`src/rtl/dasp_pkg.sv`:
```
// dasp_pkg: constants and types of the dual asynchronous serial port
// Functional notes
// - write strobe low with select low loads data into the addressed register at strobe rise.
// - read strobe and select both low put the addressed register on the data bus.
// - host gives a four-bit address each access; device decodes it to one register.
// - receiver assembles characters taking the least significant bit first.
// - with external receive clock selected, serial input is sampled on its rising edge.
// - transmitter sends the least significant data bit first.
// - serial output stays high when idle or disabled in normal mode, and in local loopback; echo and remote modes pass the serial input.
// - with external transmit clock selected, the shifter moves on its falling edge.
// - input bit three clocks channel A transmit in strobe style, receive in vectored style.
// - input bits zero and one read as inputs or clear-to-send for channels A and B.
// - stop length is programmable in sixteenths of a bit time with a 16X clock; with an external 1X clock it is one bit time.
// - receivers buffer four characters, transmitters buffer two.
// - every transmitter and receiver picks its own rate, internal or external clock, except that the bus style lets only one side of channel A go external.
// - 1X clock runs to 1 Mb/s, 16X clock to 125 kb/s.
// - each channel has normal, echo, local loopback and remote loopback modes.
// - multi-drop mode adds a ninth bit that marks address characters.
package dasp_pkg;

  localparam logic [2:0] OFS_MODE1   = 3'h0;
  localparam logic [2:0] OFS_MODE2   = 3'h1;
  localparam logic [2:0] OFS_TX_DIV  = 3'h2;
  localparam logic [2:0] OFS_RX_DIV  = 3'h3;
  localparam logic [2:0] OFS_CMD     = 3'h4;
  localparam logic [2:0] OFS_DATA    = 3'h5;
  localparam logic [2:0] OFS_IN_PORT = 3'h6;

  localparam int CMD_TX_ON   = 0;
  localparam int CMD_TX_OFF  = 1;
  localparam int CMD_RX_ON   = 2;
  localparam int CMD_RX_OFF  = 3;
  localparam int CMD_CLR_ERR = 4;

  localparam logic [3:0] BIT_TICKS_M1 = 4'hf;
  localparam logic [3:0] MID_TICK     = 4'h7;
  localparam logic [3:0] BASE_BITS    = 4'h9;
  localparam logic [7:0] DIV_RST      = 8'h0c;

  localparam int TX_W     = 9;
  localparam int RX_W     = 11;
  localparam int TX_DEPTH = 2;
  localparam int RX_DEPTH = 4;

  typedef enum logic [1:0] {
    DASP_NORMAL = 2'b00,
    DASP_ECHO   = 2'b01,
    DASP_LOCAL  = 2'b10,
    DASP_REMOTE = 2'b11
  } dasp_mode_t;

  typedef enum logic [1:0] {
    DASP_TX_IDLE = 2'b00,
    DASP_TX_BITS = 2'b01,
    DASP_TX_STOP = 2'b10
  } dasp_tx_t;

  typedef enum logic {
    DASP_RX_IDLE = 1'b0,
    DASP_RX_BITS = 1'b1
  } dasp_rx_t;

  typedef struct packed {
    logic       ext_1x;
    logic       cts_en;
    logic       tx_addr_bit;
    logic       multidrop;
    logic       par_odd;
    logic       par_en;
    dasp_mode_t chan_mode;
  } dasp_mode1_t;

  typedef struct packed {
    logic [1:0] spare;
    logic       rx_ext;
    logic       tx_ext;
    logic [3:0] stop_extra;
  } dasp_mode2_t;

  typedef struct packed {
    dasp_mode1_t m1;
    dasp_mode2_t m2;
    logic [7:0]  tx_div;
    logic [7:0]  rx_div;
    logic        tx_en;
    logic        rx_en;
  } dasp_cfg_t;

  typedef struct packed {
    logic rx_addr_char;
    logic frame_err;
    logic parity_err;
    logic overrun;
    logic tx_empty;
    logic tx_ready;
    logic rx_full;
    logic rx_ready;
  } dasp_status_t;

  typedef struct packed {
    logic       frame_err;
    logic       parity_err;
    logic [8:0] data;
  } dasp_rx_word_t;

  typedef struct packed {
    logic       bus_style;
    logic       cs_n;
    logic       rd_n;
    logic       wr_n;
    logic [3:0] addr;
    logic [7:0] data;
    logic       ip0;
    logic       ip1;
    logic       ip3;
    logic       rxd_a;
    logic       rxd_b;
    logic       b_rx_clk;
    logic       b_tx_clk;
  } dasp_pins_t;

  localparam dasp_pins_t PINS_RST = '{cs_n: 1'b1, rd_n: 1'b1, wr_n: 1'b1, ip0: 1'b1, ip1: 1'b1,
                                      rxd_a: 1'b1, rxd_b: 1'b1, default: '0};
  localparam dasp_cfg_t  CFG_RST  = '{tx_div: DIV_RST, rx_div: DIV_RST, default: '0};

endpackage

```
`src/rtl/dasp_top.sv`:
```
// dasp_top: parallel host port, two serial channels and their character buffers
module dasp_fifo
  import dasp_pkg::*;
#(
  parameter int W     = 8,
  parameter int DEPTH = 8
) (
  input  wire logic         clock,
  input  wire logic         rst_n,
  input  wire logic         in_valid,
  input  wire logic [W-1:0] in_data,
  output      logic         in_ready,
  output      logic         out_valid,
  output      logic [W-1:0] out_data,
  input  wire logic         out_ready
);
  localparam int AW = $clog2(DEPTH);
  localparam int CW = $clog2(DEPTH + 1);

  typedef struct packed {
    logic [DEPTH-1:0][W-1:0] mem;
    logic [AW-1:0]           wr_ptr;
    logic [AW-1:0]           rd_ptr;
    logic [CW-1:0]           count;
  } dasp_fifo_st_t;

  dasp_fifo_st_t st_reg;
  dasp_fifo_st_t st_next;
  logic          push;
  logic          pop;

  always_comb begin
    st_next   = st_reg;
    in_ready  = (st_reg.count != CW'(DEPTH));
    out_valid = (st_reg.count != '0);
    out_data  = st_reg.mem[st_reg.rd_ptr];
    push      = in_valid & in_ready;
    pop       = out_valid & out_ready;
    if (push) begin
      st_next.mem[st_reg.wr_ptr] = in_data;
      st_next.wr_ptr             = st_reg.wr_ptr + AW'(1);
    end
    if (pop) begin
      st_next.rd_ptr = st_reg.rd_ptr + AW'(1);
    end
    st_next.count = st_reg.count + CW'(push) - CW'(pop);
  end

  always_ff @(posedge clock or negedge rst_n) begin
    if (!rst_n) begin
      st_reg <= '0;
    end else begin
      st_reg <= st_next;
    end
  end
endmodule

module dasp_chan
  import dasp_pkg::*;
(
  input  wire logic          clock,
  input  wire logic          rst_n,
  input  wire dasp_cfg_t     cfg,
  input  wire logic          tx_push,
  input  wire logic [8:0]    tx_word,
  output      logic          tx_ready,
  output      logic          tx_empty,
  input  wire logic          rx_pop,
  output      logic          rx_valid,
  output      logic          rx_full,
  output      dasp_rx_word_t rx_head,
  output      logic          overrun,
  input  wire logic          clr_err,
  input  wire logic          tx_ext_ok,
  input  wire logic          tx_ext_fall,
  input  wire logic          rx_ext_ok,
  input  wire logic          rx_ext_rise,
  input  wire logic          serial_in,
  input  wire logic          cts_n,
  output      logic          serial_out
);
  typedef struct packed {
    dasp_tx_t    tx_st;
    logic [7:0]  tx_div;
    logic [3:0]  tx_sub;
    logic [3:0]  tx_idx;
    logic [3:0]  tx_nb;
    logic [4:0]  tx_stop;
    logic [11:0] transmit_shifter;
    dasp_rx_t    rx_st;
    logic [7:0]  rx_div;
    logic [3:0]  rx_sub;
    logic [3:0]  rx_idx;
    logic [11:0] rx_bits;
    logic        overrun;
    logic        serial_out;
  } dasp_chan_st_t;

  dasp_chan_st_t st_reg;
  dasp_chan_st_t st_next;
  logic          txq_valid;
  logic [8:0]    txq_data;
  logic          tx_start;
  logic          rxq_ready;
  logic [RX_W-1:0] rxq_data;
  logic          rx_push;
  dasp_rx_word_t rx_word;
  logic          tx_ext;
  logic          rx_ext;
  logic          tx_1x;
  logic          rx_1x;
  logic          tx_tick;
  logic          rx_tick;
  logic          tx_line;
  logic          rx_line;
  logic [3:0]    tx_last;
  logic [3:0]    rx_last;
  logic [3:0]    rx_mid;
  logic [3:0]    rx_nb;
  logic [4:0]    stop_last;
  logic [11:0]   frame;
  logic          par_bit;

  assign rx_head  = dasp_rx_word_t'(rxq_data);
  assign rx_full  = ~rxq_ready;
  assign overrun  = st_reg.overrun;
  assign tx_empty = ~txq_valid & (st_reg.tx_st == DASP_TX_IDLE);
  assign serial_out = st_reg.serial_out;

  always_comb begin
    st_next = st_reg;
    rx_push = 1'b0;
    rx_word = '0;
    frame   = '1;
    // external clocks count only where the pin routing offers one
    tx_ext  = cfg.m2.tx_ext & tx_ext_ok;
    rx_ext  = cfg.m2.rx_ext & rx_ext_ok;
    tx_1x   = tx_ext & cfg.m1.ext_1x;
    rx_1x   = rx_ext & cfg.m1.ext_1x;
    st_next.tx_div = (st_reg.tx_div == 8'h00) ? cfg.tx_div : st_reg.tx_div - 8'h01;
    st_next.rx_div = (st_reg.rx_div == 8'h00) ? cfg.rx_div : st_reg.rx_div - 8'h01;
    tx_tick = tx_ext ? tx_ext_fall : (st_reg.tx_div == 8'h00);
    rx_tick = rx_ext ? rx_ext_rise : (st_reg.rx_div == 8'h00);
    tx_last = tx_1x ? 4'h0 : BIT_TICKS_M1;
    rx_last = rx_1x ? 4'h0 : BIT_TICKS_M1;
    rx_mid  = rx_1x ? 4'h0 : MID_TICK;
    stop_last = tx_1x ? 5'h00 : {1'b0, BIT_TICKS_M1} + {1'b0, cfg.m2.stop_extra};

    // frame: start, data lsb first, address bit, parity
    par_bit   = (^txq_data[7:0]) ^ cfg.m1.par_odd;
    frame[0]  = 1'b0;
    frame[8:1] = txq_data[7:0];
    if (cfg.m1.multidrop) begin
      frame[9] = txq_data[8];
    end
    if (cfg.m1.par_en) begin
      frame[cfg.m1.multidrop ? 10 : 9] = par_bit;
    end
    tx_start = (st_reg.tx_st == DASP_TX_IDLE) & cfg.tx_en & txq_valid & tx_tick
             & (~cfg.m1.cts_en | ~cts_n);
    tx_line  = (st_reg.tx_st == DASP_TX_BITS) & cfg.tx_en ? st_reg.transmit_shifter[0] : 1'b1;

    unique case (st_reg.tx_st)
      DASP_TX_IDLE: begin
        if (tx_start) begin
          st_next.tx_st            = DASP_TX_BITS;
          st_next.transmit_shifter = frame;
          st_next.tx_nb            = BASE_BITS + {3'h0, cfg.m1.multidrop} + {3'h0, cfg.m1.par_en};
          st_next.tx_idx           = 4'h0;
          st_next.tx_sub           = 4'h0;
        end
      end
      DASP_TX_BITS: begin
        if (tx_tick) begin
          if (st_reg.tx_sub == tx_last) begin
            st_next.tx_sub           = 4'h0;
            st_next.transmit_shifter = {1'b1, st_reg.transmit_shifter[11:1]};
            st_next.tx_idx           = st_reg.tx_idx + 4'h1;
            if (st_reg.tx_idx == st_reg.tx_nb - 4'h1) begin
              st_next.tx_st   = DASP_TX_STOP;
              st_next.tx_stop = 5'h00;
            end
          end else begin
            st_next.tx_sub = st_reg.tx_sub + 4'h1;
          end
        end
      end
      DASP_TX_STOP: begin
        if (tx_tick) begin
          if (st_reg.tx_stop == stop_last) begin
            st_next.tx_st = DASP_TX_IDLE;
          end else begin
            st_next.tx_stop = st_reg.tx_stop + 5'h01;
          end
        end
      end
      default: begin
        st_next.tx_st = DASP_TX_IDLE;
      end
    endcase
    if (!cfg.tx_en) begin
      st_next.tx_st = DASP_TX_IDLE;
    end

    // receiver; local loopback feeds it from the transmitter
    rx_line = (cfg.m1.chan_mode == DASP_LOCAL) ? tx_line : serial_in;
    rx_nb   = BASE_BITS + {3'h0, cfg.m1.multidrop} + {3'h0, cfg.m1.par_en};
    unique case (st_reg.rx_st)
      DASP_RX_IDLE: begin
        if (rx_tick & cfg.rx_en & ~rx_line) begin
          st_next.rx_st  = DASP_RX_BITS;
          st_next.rx_sub = rx_1x ? 4'h0 : 4'h1;
          st_next.rx_idx = rx_1x ? 4'h1 : 4'h0;
        end
      end
      DASP_RX_BITS: begin
        if (rx_tick) begin
          st_next.rx_sub = (st_reg.rx_sub == rx_last) ? 4'h0 : st_reg.rx_sub + 4'h1;
          if (st_reg.rx_sub == rx_mid) begin
            st_next.rx_bits[st_reg.rx_idx] = rx_line;
            st_next.rx_idx                 = st_reg.rx_idx + 4'h1;
            if ((st_reg.rx_idx == 4'h0) && rx_line) begin
              st_next.rx_st = DASP_RX_IDLE;
            end else if (st_reg.rx_idx == rx_nb) begin
              st_next.rx_st      = DASP_RX_IDLE;
              rx_word.data[7:0]  = st_reg.rx_bits[8:1];
              rx_word.data[8]    = cfg.m1.multidrop & st_reg.rx_bits[9];
              rx_word.parity_err = cfg.m1.par_en & ((^st_reg.rx_bits[8:1]) ^ cfg.m1.par_odd
                                 ^ st_reg.rx_bits[cfg.m1.multidrop ? 10 : 9]);
              rx_word.frame_err  = ~rx_line;
              rx_push            = (cfg.m1.chan_mode != DASP_REMOTE);
            end
          end
        end
      end
    endcase
    if (!cfg.rx_en) begin
      st_next.rx_st = DASP_RX_IDLE;
    end
    // a new overrun in the clearing cycle survives the clear
    st_next.overrun = (st_reg.overrun & ~clr_err) | (rx_push & ~rxq_ready);

    unique case (cfg.m1.chan_mode)
      DASP_NORMAL: st_next.serial_out = tx_line;
      DASP_ECHO:   st_next.serial_out = serial_in;
      DASP_LOCAL:  st_next.serial_out = 1'b1;
      DASP_REMOTE: st_next.serial_out = serial_in;
    endcase
  end

  always_ff @(posedge clock or negedge rst_n) begin
    if (!rst_n) begin
      st_reg            <= '0;
      st_reg.serial_out <= 1'b1;
    end else begin
      st_reg <= st_next;
    end
  end

  dasp_fifo #(.W(TX_W), .DEPTH(TX_DEPTH)) u_tx_q (
    .clock     (clock),
    .rst_n     (rst_n),
    .in_valid  (tx_push),
    .in_data   (tx_word),
    .in_ready  (tx_ready),
    .out_valid (txq_valid),
    .out_data  (txq_data),
    .out_ready (tx_start)
  );

  dasp_fifo #(.W(RX_W), .DEPTH(RX_DEPTH)) u_rx_q (
    .clock     (clock),
    .rst_n     (rst_n),
    .in_valid  (rx_push),
    .in_data   (rx_word),
    .in_ready  (rxq_ready),
    .out_valid (rx_valid),
    .out_data  (rxq_data),
    .out_ready (rx_pop)
  );
endmodule

module dasp_top
  import dasp_pkg::*;
(
  input  wire logic       clock,
  input  wire logic       nrst,
  input  wire logic       bus_style,
  input  wire logic       chip_select_n,
  input  wire logic       read_strobe_n,
  input  wire logic       write_strobe_n,
  input  wire logic [3:0] reg_addr,
  input  wire logic [7:0] data_in,
  output      logic [7:0] data_out,
  output      logic       data_oe,
  input  wire logic       input_port_bit0,
  input  wire logic       input_port_bit1,
  input  wire logic       input_port_bit3,
  input  wire logic       chan_a_serial_in,
  input  wire logic       chan_b_serial_in,
  input  wire logic       chan_b_ext_rx_clock,
  input  wire logic       chan_b_ext_tx_clock,
  output      logic       chan_a_serial_out,
  output      logic       chan_b_serial_out
);
  typedef struct packed {
    dasp_pins_t       s1;
    dasp_pins_t       s2;
    dasp_pins_t       s3;
    dasp_pins_t       f;
    dasp_pins_t       fd;
    logic [3:0]       wr_addr;
    logic [7:0]       wr_data;
    logic [3:0]       rd_addr;
    dasp_cfg_t [1:0]  cfg;
    logic [7:0]       data_out;
    logic             data_oe;
  } dasp_top_st_t;

  dasp_top_st_t        st_reg;
  dasp_top_st_t        st_next;
  logic [1:0]          rst_pipe;
  logic                rst_n;
  logic                wr_act;
  logic                wr_prev;
  logic                rd_act;
  logic                rd_prev;
  logic [1:0]          tx_push;
  logic [1:0]          rx_pop;
  logic [1:0]          clr_err;
  logic [1:0]          tx_ready;
  logic [1:0]          tx_empty;
  logic [1:0]          rx_valid;
  logic [1:0]          rx_full;
  logic [1:0]          overrun;
  dasp_rx_word_t [1:0] rx_head;
  dasp_status_t [1:0]  status;
  logic [1:0]          tx_ext_ok;
  logic [1:0]          tx_ext_fall;
  logic [1:0]          rx_ext_ok;
  logic [1:0]          rx_ext_rise;
  logic [1:0]          serial_in;
  logic [1:0]          cts_n;
  logic [1:0]          serial_out;
  logic                wch;
  logic                rch;

  // reset leaves through two flops
  always_ff @(posedge clock or negedge nrst) begin
    if (!nrst) begin
      rst_pipe <= 2'b00;
    end else begin
      rst_pipe <= {rst_pipe[0], 1'b1};
    end
  end
  assign rst_n = rst_pipe[1];

  assign data_out          = st_reg.data_out;
  assign data_oe           = st_reg.data_oe;
  assign chan_a_serial_out = serial_out[0];
  assign chan_b_serial_out = serial_out[1];

  always_comb begin
    st_next    = st_reg;
    st_next.s1 = '{bus_style, chip_select_n, read_strobe_n, write_strobe_n, reg_addr, data_in,
                   input_port_bit0, input_port_bit1, input_port_bit3, chan_a_serial_in,
                   chan_b_serial_in, chan_b_ext_rx_clock, chan_b_ext_tx_clock};
    st_next.s2 = st_reg.s1;
    st_next.s3 = st_reg.s2;
    // a pin change is taken once the second and third stages agree
    st_next.f  = dasp_pins_t'((st_reg.s2 & st_reg.s3) | (st_reg.f & (st_reg.s2 ^ st_reg.s3)));
    st_next.fd = st_reg.f;
    tx_push    = 2'b00;
    rx_pop     = 2'b00;
    clr_err    = 2'b00;

    // channel A clock pin depends on the bus style strap
    tx_ext_ok   = {1'b1, ~st_reg.f.bus_style};
    rx_ext_ok   = {1'b1, st_reg.f.bus_style};
    tx_ext_fall = {st_reg.fd.b_tx_clk & ~st_reg.f.b_tx_clk, st_reg.fd.ip3 & ~st_reg.f.ip3};
    rx_ext_rise = {~st_reg.fd.b_rx_clk & st_reg.f.b_rx_clk, ~st_reg.fd.ip3 & st_reg.f.ip3};
    serial_in   = {st_reg.f.rxd_b, st_reg.f.rxd_a};
    cts_n       = {st_reg.f.ip1, st_reg.f.ip0};

    wr_act  = ~st_reg.f.cs_n & ~st_reg.f.wr_n;
    wr_prev = ~st_reg.fd.cs_n & ~st_reg.fd.wr_n;
    rd_act  = ~st_reg.f.cs_n & ~st_reg.f.rd_n;
    rd_prev = ~st_reg.fd.cs_n & ~st_reg.fd.rd_n;
    if (wr_act) begin
      st_next.wr_addr = st_reg.f.addr;
      st_next.wr_data = st_reg.f.data;
    end
    if (rd_act) begin
      st_next.rd_addr = st_reg.f.addr;
    end

    wch = st_reg.wr_addr[3];
    if (wr_prev & ~wr_act) begin
      unique case (st_reg.wr_addr[2:0])
        OFS_MODE1:  st_next.cfg[wch].m1     = dasp_mode1_t'(st_reg.wr_data);
        OFS_MODE2:  st_next.cfg[wch].m2     = dasp_mode2_t'(st_reg.wr_data);
        OFS_TX_DIV: st_next.cfg[wch].tx_div = st_reg.wr_data;
        OFS_RX_DIV: st_next.cfg[wch].rx_div = st_reg.wr_data;
        OFS_CMD: begin
          if (st_reg.wr_data[CMD_TX_ON]) begin
            st_next.cfg[wch].tx_en = 1'b1;
          end
          if (st_reg.wr_data[CMD_TX_OFF]) begin
            st_next.cfg[wch].tx_en = 1'b0;
          end
          if (st_reg.wr_data[CMD_RX_ON]) begin
            st_next.cfg[wch].rx_en = 1'b1;
          end
          if (st_reg.wr_data[CMD_RX_OFF]) begin
            st_next.cfg[wch].rx_en = 1'b0;
          end
          clr_err[wch] = st_reg.wr_data[CMD_CLR_ERR];
        end
        OFS_DATA:   tx_push[wch] = 1'b1;
        default: begin
        end
      endcase
    end

    // reading the data register releases the head character at strobe rise
    if (rd_prev & ~rd_act & (st_reg.rd_addr[2:0] == OFS_DATA)) begin
      rx_pop[st_reg.rd_addr[3]] = 1'b1;
    end

    for (int i = 0; i < 2; i++) begin
      status[i] = '{rx_addr_char: rx_valid[i] & rx_head[i].data[8],
                    frame_err:    rx_valid[i] & rx_head[i].frame_err,
                    parity_err:   rx_valid[i] & rx_head[i].parity_err,
                    overrun:      overrun[i],
                    tx_empty:     tx_empty[i],
                    tx_ready:     tx_ready[i],
                    rx_full:      rx_full[i],
                    rx_ready:     rx_valid[i]};
    end

    rch             = st_reg.f.addr[3];
    st_next.data_oe = rd_act;
    unique case (st_reg.f.addr[2:0])
      OFS_MODE1:   st_next.data_out = st_reg.cfg[rch].m1;
      OFS_MODE2:   st_next.data_out = st_reg.cfg[rch].m2;
      OFS_TX_DIV:  st_next.data_out = st_reg.cfg[rch].tx_div;
      OFS_RX_DIV:  st_next.data_out = st_reg.cfg[rch].rx_div;
      OFS_CMD:     st_next.data_out = status[rch];
      OFS_DATA:    st_next.data_out = rx_head[rch].data[7:0];
      OFS_IN_PORT: st_next.data_out = {4'h0, st_reg.f.ip3, 1'b0, st_reg.f.ip1, st_reg.f.ip0};
      default:     st_next.data_out = 8'h00;
    endcase
  end

  always_ff @(posedge clock or negedge rst_n) begin
    if (!rst_n) begin
      st_reg     <= '0;
      st_reg.s1  <= PINS_RST;
      st_reg.s2  <= PINS_RST;
      st_reg.s3  <= PINS_RST;
      st_reg.f   <= PINS_RST;
      st_reg.fd  <= PINS_RST;
      st_reg.cfg <= {CFG_RST, CFG_RST};
    end else begin
      st_reg <= st_next;
    end
  end

  for (genvar c = 0; c < 2; c++) begin : g_chan
    dasp_chan u_chan (
      .clock       (clock),
      .rst_n       (rst_n),
      .cfg         (st_reg.cfg[c]),
      .tx_push     (tx_push[c]),
      .tx_word     ({st_reg.cfg[c].m1.tx_addr_bit, st_reg.wr_data}),
      .tx_ready    (tx_ready[c]),
      .tx_empty    (tx_empty[c]),
      .rx_pop      (rx_pop[c]),
      .rx_valid    (rx_valid[c]),
      .rx_full     (rx_full[c]),
      .rx_head     (rx_head[c]),
      .overrun     (overrun[c]),
      .clr_err     (clr_err[c]),
      .tx_ext_ok   (tx_ext_ok[c]),
      .tx_ext_fall (tx_ext_fall[c]),
      .rx_ext_ok   (rx_ext_ok[c]),
      .rx_ext_rise (rx_ext_rise[c]),
      .serial_in   (serial_in[c]),
      .cts_n       (cts_n[c]),
      .serial_out  (serial_out[c])
    );
  end
endmodule

```
`config.mk`:
```
export PLATFORM = sky130hd
export DESIGN_NAME = dasp_top
export DESIGN_NICKNAME = d
export VERILOG_FILES = /design/src/rtl/dasp_pkg.sv /design/src/rtl/dasp_top.sv
export SDC_FILE = /design/constraint.sdc
export NUM_CORES = 1
export LEC_CHECK = 0
export BUFFER_PORTS_ARGS = -buffer_cell sky130_fd_sc_hd__buf_2
export CORE_MARGIN = 3
export CORE_UTILIZATION = 57
export CTS_CLUSTER_DIAMETER = 120
export DETAILED_ROUTE_END_ITERATION = 8
export PLACE_DENSITY = 0.73
export SLEW_MARGIN = 20
export SYNTH_ARGS = -nofsm -noshare
export SYNTH_HDL_FRONTEND = slang
export SYNTH_SLANG_ARGS = --single-unit
```
`constraint.sdc`:
```
create_clock -name clock -period 37.4 [get_ports clock]
set_clock_uncertainty 0.05 [all_clocks]
set_input_delay 7.48 -clock clock [delete_from_list [all_inputs] [get_ports clock]]
set_output_delay 7.48 -clock clock [all_outputs]
set_load 0.02 [all_outputs]
```
* Word-level counts from Yosys, hierarchy flattened
Index checks and enable logic that the tools add are counted.
Storage, ports and cells: logic and storage cells 635, output and inout port bits 11, register bits 479, bits of input ports 25
Cells by class: equality and inequality tests 70, reductions and logical operators 56, magnitude comparators 25, add/sub/neg operators 38, mux-type cells 203, bitwise operators 97
Operator list (number):
- 68-bit two-way mux | 10
- 68-bit bitwise mux | 8
- 68-bit case mux with 5 select lines | 1
- 34-bit demux with 1-bit select | 6
- 11-bit two-way mux | 14
- 34-bit two-way mux | 3
- 8-bit two-way mux | 12
- 44-bit bitwise mux | 2
- 12-bit two-way mux | 6
- 17-bit two-way mux | 4
- 32-bit by 1-bit >= comparator with 1-bit output, second input constant | 2
- 32-bit by 6-bit less-than comparator with 1-bit output, second input constant | 2
- 8-bit case mux with 2 select lines | 4
- 8-bit case mux with 7 select lines | 1
- 1-bit AND | 55
- 9-bit two-way mux | 6
- 12-bit bitwise mux | 4
- 12-bit case mux with 2 select lines | 2
- 1-bit two-way mux | 47
- 23-bit AND | 2
- 11-bit binary-select mux with 2-bit select | 2
- 11-bit demux with 2-bit select | 2
- 2-bit two-way mux | 22
- 4-bit == test | 10
- other kinds (66) | 262

* Logic depth before layout (Yosys ltp)
Gate-level depths: netlist (run 1).
word-level depth 19, gate-level depth with buffers 16, mapped depth without buffers 15

* By module
From an unflattened synthesis (run 1), not the netlist that was laid out.
Second synthesis, totals: cell total of the unflattened synthesis 1954, area, all modules 23588.9 sq um
Modules (own cells, without submodules):
- dasp_top | cells an instance 501, instances 1, seq. area each 4878.4 sq um, area each 7482.2 sq um
- dasp_chan (g_chan[1].u_chan) | cells an instance 438, instances 1, seq. area each 1677.9 sq um, area each 4088.9 sq um
- dasp_chan (g_chan[0].u_chan) | cells an instance 427, instances 1, seq. area each 1677.9 sq um, area each 3993.8 sq um
- dasp_fifo (g_chan[0].u_chan.u_rx_q) | cells an instance 308, instances 1, seq. area each 1276.2 sq um, area each 3499.6 sq um
- dasp_fifo (g_chan[1].u_chan.u_rx_q) | cells an instance 140, instances 1, seq. area each 1276.2 sq um, area each 2517.4 sq um
- dasp_fifo (g_chan[0].u_chan.u_tx_q ...) | cells an instance 70, instances 2, seq. area each 550.5 sq um, area each 1003.5 sq um

* Worst setup path after synthesis (run 1)
OpenSTA, ideal clock, no wires.
kind reg2out, start register, netlist name g_chan[0].u_chan.serial_out, end output chan_a_serial_out, stages on the path, launching flop included 1, path slack 29.316 ns, arrival time 0.554 ns, buffers on the path 0, data required time 29.870 ns, path through dfstp_2
RTL lines:
- end, declared | RTL line dasp_top.sv:303 | output logic chan_a_serial_out,
No word-level cell between the ends.

* Worst setup path in the final report (run 1)
start register, netlist name g_chan[1].u_chan.serial_out, end output chan_b_serial_out
RTL lines:
- end, declared | RTL line dasp_top.sv:304 | output logic chan_b_serial_out
No word-level cell between the ends.

==> results_dict.tcl, run 1 <==
set metrics [dict create \
    status "finished, final reports clean" \
    drtAntennaViolNets 0 \
    power_switching_w 0.000463 \
    ys_async_sr_fraction_pct 100 \
    cts_setup_buffers 0 \
    tightest_slew_ps 871 \
    reg2reg_slack_ps 33340 \
    grt_max_degree 86 \
    syn_inst 1820 \
    min_period_ps 8770 \
    post_cts_resized 0 \
    dieWidth_um 201 \
    drc 0 \
    antenna_cells 0 \
    cp.required_ps 29870 \
    drtIter0Drc 892 \
    crit_path_cell_trace "buf_2" \
    dp_hpwl_mm 31.2 \
    synth_edf_count 0 \
    finalHoldViolations 0 \
    holdBufCountCts 0 \
    start_kind "flip-flop" \
    wire_per_inst_um 19.4 \
    yosysTopAreaCell "dfrtp_1" \
    antenna_found_initial 0 \
    syn_area_per_cell_um2 11.9 \
    finalMaxSlewViolations 0 \
    max_stage_delay_ps 510 \
    synthTopCellsByCount "dfrtp_1, nand2_1, mux2_2" \
    cts.sinks 473 \
    cts_tree "built" \
    fin_area_um2 23900 \
    endpoint_kind "primary output" \
    synthXorXnorAreaFrac_pct 3.98 \
    synth-adder-area-share_pct 4.06 \
    slew-limit-headroom_pct 41.9 \
    power_w 0.00152 \
    htreeDepth 2 \
    yosysMostFrequentCell "dfrtp_1" \
    cts_buffers 49 \
    gp_congestion 0.888 \
    io_buffers 35 \
    rr_endpoint "g_chan[1].u_chan.u_rx_q.st_reg[2]$_DFF_PN0_" \
    clockRootBuffer "clkbuf_16" \
    grt.overflow.total 0 \
    drive_gt1_share_pct 21.4 \
    grt_util_all_layers_pct 23.5 \
    ioPinCount 36 \
    synth.yosys.seq_area_share_pct 55.0 \
    die_area_um2 40300 \
    vias 14000 \
    ff2ff_path_depth 14 \
    clkTransAtPathRegs_ps 60 \
    p_int_w 0.00106 \
    synth_area_leaders "dfrtp_1, mux2_2, dfstp_2" \
    area_growth_pct 10.6 \
    max-vdd-ir-drop_mv 0.0523 \
    die_y_um 201 \
    cp_top_family "flip-flops" \
    setup_viol 0 \
    routed_via_density 5.87 \
    maxCapViolCount 0 \
    p_clk_share_pct 32.3 \
    dpl-instance-area_um2 22200 \
    netlist.area_leader.share_pct 50.0 \
    synthSimpleGateAreaFrac_pct 10.7 \
    final_nets 1942 \
    synth_compound_area_share_pct 9.37 \
    clkLatencyLatePin_ps 580 \
    crit_arrival_ps 1240 \
    worst-setup-path-type "flip-flop to primary output" \
    cp_max_fo 1 \
    start_util_pct 58.5 \
    switching_share_pct 30.4 \
    grt_pass1_vias 14200 \
    wl_mm 46.4 \
    cts_buffer_depth 3 \
    tns_ps 0 \
    num_rows 70 \
    yosys_register_bits 473 \
    p_leak_nw 11.1 \
    ys_warn_count 0 \
    critPathBufInv 1 \
    combPwrFrac_pct 20.5 \
    final.period_utilization_pct 23.4 \
    powerDensity_nw_per_um2 63.7 \
    drt_first_pass_iters 5 \
    synth_mux_area_share_pct 14.4 \
    max_freq_mhz 114 \
    grt_setup_unrepaired "false" \
    seqPwrFrac_pct 47.2 \
    netlist_area_um2 21600 \
    largest_reg_flops 130 \
    hp-class "flip-flop to async pin" \
    crit_slowest_cell "dfstp_2" \
    timing.hold.ws_ps 213 \
    reg2reg_from "st_reg[73]$_DFFE_PN0P_" \
    syn-num-nets 1914 \
    synth_top_family_by_area "multiplexers" \
    yosysUniqueCellTypes 90 \
    grt_pass1_wl_mm 76.6 \
    core-area_um2 37000 \
    ys.flop_type "dfrtp_1" \
]
-- worst max-delay path by stage --
stage	start	endpoint	slack, ps	cells after the start
floorplan	rst_pipe[1]$_DFF_PN0_	data_oe$_DFF_PN0_	23260	0
global placement	g_chan[0].u_chan.serial_out$_DFF_PN1_	chan_a_serial_out	29230	1
detailed placement	g_chan[0].u_chan.serial_out$_DFF_PN1_	chan_a_serial_out	29230	1
CTS	g_chan[1].u_chan.serial_out$_DFF_PN1_	chan_b_serial_out	28590	1
global route	g_chan[1].u_chan.serial_out$_DFF_PN1_	chan_b_serial_out	28580	1
finish	g_chan[1].u_chan.serial_out$_DFF_PN1_	chan_b_serial_out	28630	1
-- through the flow --
stage	std cells	setup WS [ps]	utilization [%]
finish	2389	28630	64.7
global route	2389	28580	64.7
CTS	2387	28590	64.6
detailed placement	2299	29230	60.1
global placement	2299	29230	60.1
floorplan	1820	23260	-
-- layout make-up --
class / count / area, um^2
Tap cell: 504 / 631
Clock inverter: 11 / 140
Inverter: 56 / 210
Timing Repair Buffer: 50 / 328
Fill cell: 2805 / 13000
Sequential cell: 473 / 11900
Clock buffer: 77 / 1500
Multi-Input combinational cell: 1218 / 9220
-- worst reg2reg max path: cells and delay by family (launching register included) --
kind | cells | cell delay [ps]
and+or+nand+nor | 3 | 1390
adders and majority gates | 4 | 1150
xor gates and xnor gates | 3 | 500
buffers and inverters | 4 | 340
DFF | 1 | 550
-- placed cells by master, fill, tap and decap left out, types with 6 or more instances in the layout --
cell type,count
o21ai_0,123
a22oi_1,7
clkbuf_8,13
mux2_2,176
dfrtp_1,431
and3_1,16
mux2i_1,36
nand3b_1,9
a22o_1,6
a31oi_1,12
nand2_1,191
nor3b_1,9
dfstp_2,41
nand2b_1,17
inv_1,55
nand3_1,27
or2_2,6
clkbuf_1,13
xor2_1,35
buf_4,13
mux4_2,34
clkbuf_16,51
buf_2,35
a221oi_1,6
nor2_1,108
nor2b_1,23
xnor2_1,58
a21o_1,29
or4_1,8
and2_1,6
or3_1,12
nor3_1,24
ha_1,67
a21oi_1,77
-- layer usage --
layer  vias to the layer above  GRT usage [%]  routed length, um
met5                         -              0                  0
met4                         0           6.60                964
met3                        66           3.78               2390
met2                       316           37.9              22300
met1                      7171           33.5              20800
li1                       6481              -                  -
-- power by group through the flow --
| stage | logic, W | registers (W) | clock network [W] |
|---|---|---|---|
| after detailed placement | 0.000309 | 0.000726 | 0 |
| after CTS | 0.000312 | 0.000718 | 0.000504 |
| after global placement | 0.000300 | 0.000721 | 0 |
| after global routing | 0.000348 | 0.000732 | 0.000525 |
| after floorplan | 0.000257 | 0.000677 | 0 |
| final | 0.000312 | 0.000719 | 0.000493 |
-- cell families after synthesis --
logic type	count (synthesis)
simple gates	484
compound gates	322
fa+ha+maj	69
buf+inv	129
other cells	1
flops	473
mux	247
xor+xnor	95
Power figures use the tool's default switching activity.
==> run 2: changes to the inputs <==
--- a/config.mk
+++ b/config.mk
@@ -5,12 +5,13 @@
 export SDC_FILE = /design/constraint.sdc
 export NUM_CORES = 1
 export LEC_CHECK = 0
+export ABC_AREA = 1
 export BUFFER_PORTS_ARGS = -buffer_cell sky130_fd_sc_hd__buf_2
 export CORE_MARGIN = 3
 export CORE_UTILIZATION = 57
 export CTS_CLUSTER_DIAMETER = 120
 export DETAILED_ROUTE_END_ITERATION = 8
-export PLACE_DENSITY = 0.73
+export PLACE_DENSITY = 0.76
 export SLEW_MARGIN = 20
 export SYNTH_ARGS = -nofsm -noshare
 export SYNTH_HDL_FRONTEND = slang
==> constraint.sdc (replaced) <==
create_clock -name clock -period 7.9 [get_ports clock]
set_clock_uncertainty 0.05 [all_clocks]
set_input_delay 1.58 -clock clock [delete_from_list [all_inputs] [get_ports clock]]
set_output_delay 1.58 -clock clock [all_outputs]
set_load 0.02 [all_outputs]
==> results_dict.tcl, run 2 <==
set metrics [dict create \
    worst-setup-path-type "flip-flop to flip-flop" \
    syn_area_per_cell_um2 8.84 \
    drtAntennaViolNets 0 \
    start_kind "flip-flop" \
    grt.overflow.total 0 \
    power_switching_w 0.00242 \
    powerDensity_nw_per_um2 295 \
    yosys_register_bits 473 \
    cts_buffers 47 \
    ioPinCount 36 \
    tightest_slew_ps 1020 \
    yosysTopAreaCell "dfrtp_1" \
    vias 17400 \
    die_y_um 204 \
    dieWidth_um 204 \
    maxCapViolCount 0 \
    drive_gt1_share_pct 8.42 \
    syn-num-nets 2617 \
    cts_setup_buffers 0 \
    largest_reg_flops 130 \
    final_nets 2621 \
    holdBufCountCts 0 \
    setup_viol 0 \
    max_freq_mhz 274 \
    drtIter0Drc 1649 \
    clkLatencyLatePin_ps 580 \
    power_w 0.00717 \
    ys.flop_type "dfrtp_1" \
    synth_edf_count 0 \
    yosysUniqueCellTypes 63 \
    hp-class "flip-flop to async pin" \
    post_cts_resized 0 \
    cts_buffer_depth 3 \
    start_util_pct 58.5 \
    clockRootBuffer "clkbuf_16" \
    htreeDepth 2 \
    cp_max_fo 17 \
    netlist_area_um2 22300 \
    finalMaxSlewViolations 0 \
    antenna_found_initial 0 \
    fin_ws_ps 4250 \
    switching_share_pct 33.7 \
    finalCoreUtilization_pct 63.8 \
    p_clk_share_pct 31.3 \
    cp.required_ps 8310 \
    final_cell_mix "nand2_1, dfrtp_1, inv_1, o21ai_0, nor2_1" \
    crit_arrival_ps 4060 \
    seqPwrFrac_pct 45.3 \
    yosysMostFrequentCell "nand2_1" \
    place_ws_ps 4250 \
    grt_pass1_wl_mm 88.9 \
    core-area_um2 38100 \
    synth.yosys.seq_area_share_pct 53.3 \
    synthTopCellsByCount "nand2_1, dfrtp_1, inv_1" \
    dp_hpwl_mm 37.0 \
    cts.sinks 473 \
    tns_ps 0 \
    drt_first_pass_iters 6 \
    netlist.area_leader.share_pct 48.5 \
    drc 0 \
    p_int_w 0.00476 \
    grt_max_degree 185 \
    die_area_um2 41500 \
    antenna_cells 0 \
    gp_congestion 0.913 \
    cts_tree "built" \
    num_rows 71 \
    area_growth_pct 9.08 \
    n_fill_cell 3091 \
    grt_setup_unrepaired "false" \
    timing.hold.ws_ps 182 \
    max-vdd-ir-drop_mv 0.222 \
    final.period_utilization_pct 46.2 \
    io_buffers 35 \
    wire_per_inst_um 17.4 \
    finalHoldViolations 0 \
    grt_util_all_layers_pct 26.4 \
    min_period_ps 3650 \
    syn_inst 2523 \
    clkTransAtPathRegs_ps 60 \
    p_leak_nw 11.7 \
    synth_area_leaders "dfrtp_1, nand2_1, o21ai_0" \
    status "finished, final reports clean" \
    mostFrequentLayoutCell "nand2_1" \
    slew-limit-headroom_pct 32.1 \
    grt_pass1_vias 17100 \
    ys_warn_count 0 \
    combPwrFrac_pct 23.4 \
    wl_mm 53.5 \
    ys_async_sr_fraction_pct 100 \
    routed_via_density 5.65 \
    endpoint_kind "flip-flop" \
]
==> run 2: cell count changes after synthesis, moves of 60 or more <==
cell     before  now
inv_1        55  271
mux2_2      176    8
nand2_1     191  544
nand3_1      27  102
nor2_1      108  214
o21ai_0     123  252
o21ai_1       1   61
==> run 2: logic make-up after synthesis <==
| family | after synthesis | share of synthesized area [%] |
|---|---|---|
| DFF | 473 | 53.3 |
| adders and majority gates | 69 | 3.94 |
| other | 1 | 0.0168 |
| and+or+nand+nor | 983 | 19.0 |
| buffers and inverters | 367 | 6.66 |
| muxes | 9 | 0.449 |
| AOI/OAI and AO/OA | 556 | 14.1 |
| xor gates and xnor gates | 65 | 2.55 |
==> run 2: final cells by class <==
class | count | area (um^2) | area share, %
repair buffers | 45 | 275 | 1.13
multi-input cells | 1683 | 8930 | 36.7
flip-flops and latches | 473 | 11900 | 48.9
inverters | 277 | 1040 | 4.27
clock buffers | 82 | 1480 | 6.09
clock inverters | 6 | 67.6 | 0.278
well taps | 511 | 639 | 2.63
==> run 2: metal layers <==
layer	up-vias	share of wire [%]	track usage, %
met2	582	45	41.0
met5	-	0	0
li1	8291	-	-
met3	128	6.6	4.02
met1	8390	44	37.5
met4	0	4.2	10.9
==> run 2: per-stage QoR <==
stage,instance area (um^2),instances
final,24300,3077
after global routing,24300,3077
after CTS,24300,3077
after detailed placement,22800,2989
after global placement,22800,2989
after floorplan,22300,2523
==> run 2: final timing paths <==
check | cells past startpoint | from | to | slack, ps
max in group asynchronous | 2 | rst_pipe[1]$_DFF_PN0_ | data_out[5]$_DFF_PN0_ | 5630
min reg2reg | 0 | rst_pipe[1]$_DFF_PN0_ | st_next[175]$_DFF_PN0_ | 180
min | 0 | rst_pipe[1]$_DFF_PN0_ | st_next[175]$_DFF_PN0_ | 180
max | 14 | g_chan[0].u_chan.st_reg[22]$_DFF_PN0_ | g_chan[0].u_chan.u_rx_q.st_reg[2]$_DFF_PN0_ | 4250
min in group clock | 0 | st_next[162]$_DFF_PN0_ | st_next[139]$_DFF_PN0_ | 300
max reg2reg | 14 | g_chan[0].u_chan.st_reg[22]$_DFF_PN0_ | g_chan[0].u_chan.u_rx_q.st_reg[2]$_DFF_PN0_ | 4250
==> run 2: power groups by stage <==
stage | Clock (W) | Sequential (W) | Combinational, W
after floorplan | 0 | 0.00315 | 0.00127
after global placement | 0 | 0.00326 | 0.00159
after detailed placement | 0 | 0.00328 | 0.00165
after CTS | 0.00228 | 0.00324 | 0.00167
after global routing | 0.00239 | 0.00330 | 0.00191
final | 0.00224 | 0.00325 | 0.00168
==> run 2: critical path: stages, from the launching register on <==
cell,delay [ps]
dfrtp_1,360
inv_1,130
ha_1,160
inv_1,40
nor3_1,170
nand2_2,240
o21ai_4,470
nand3_2,350
nor2_1,250
nand3_1,220
ha_1,360
inv_1,50
ha_1,180
fa_1,380
xnor2_1,140
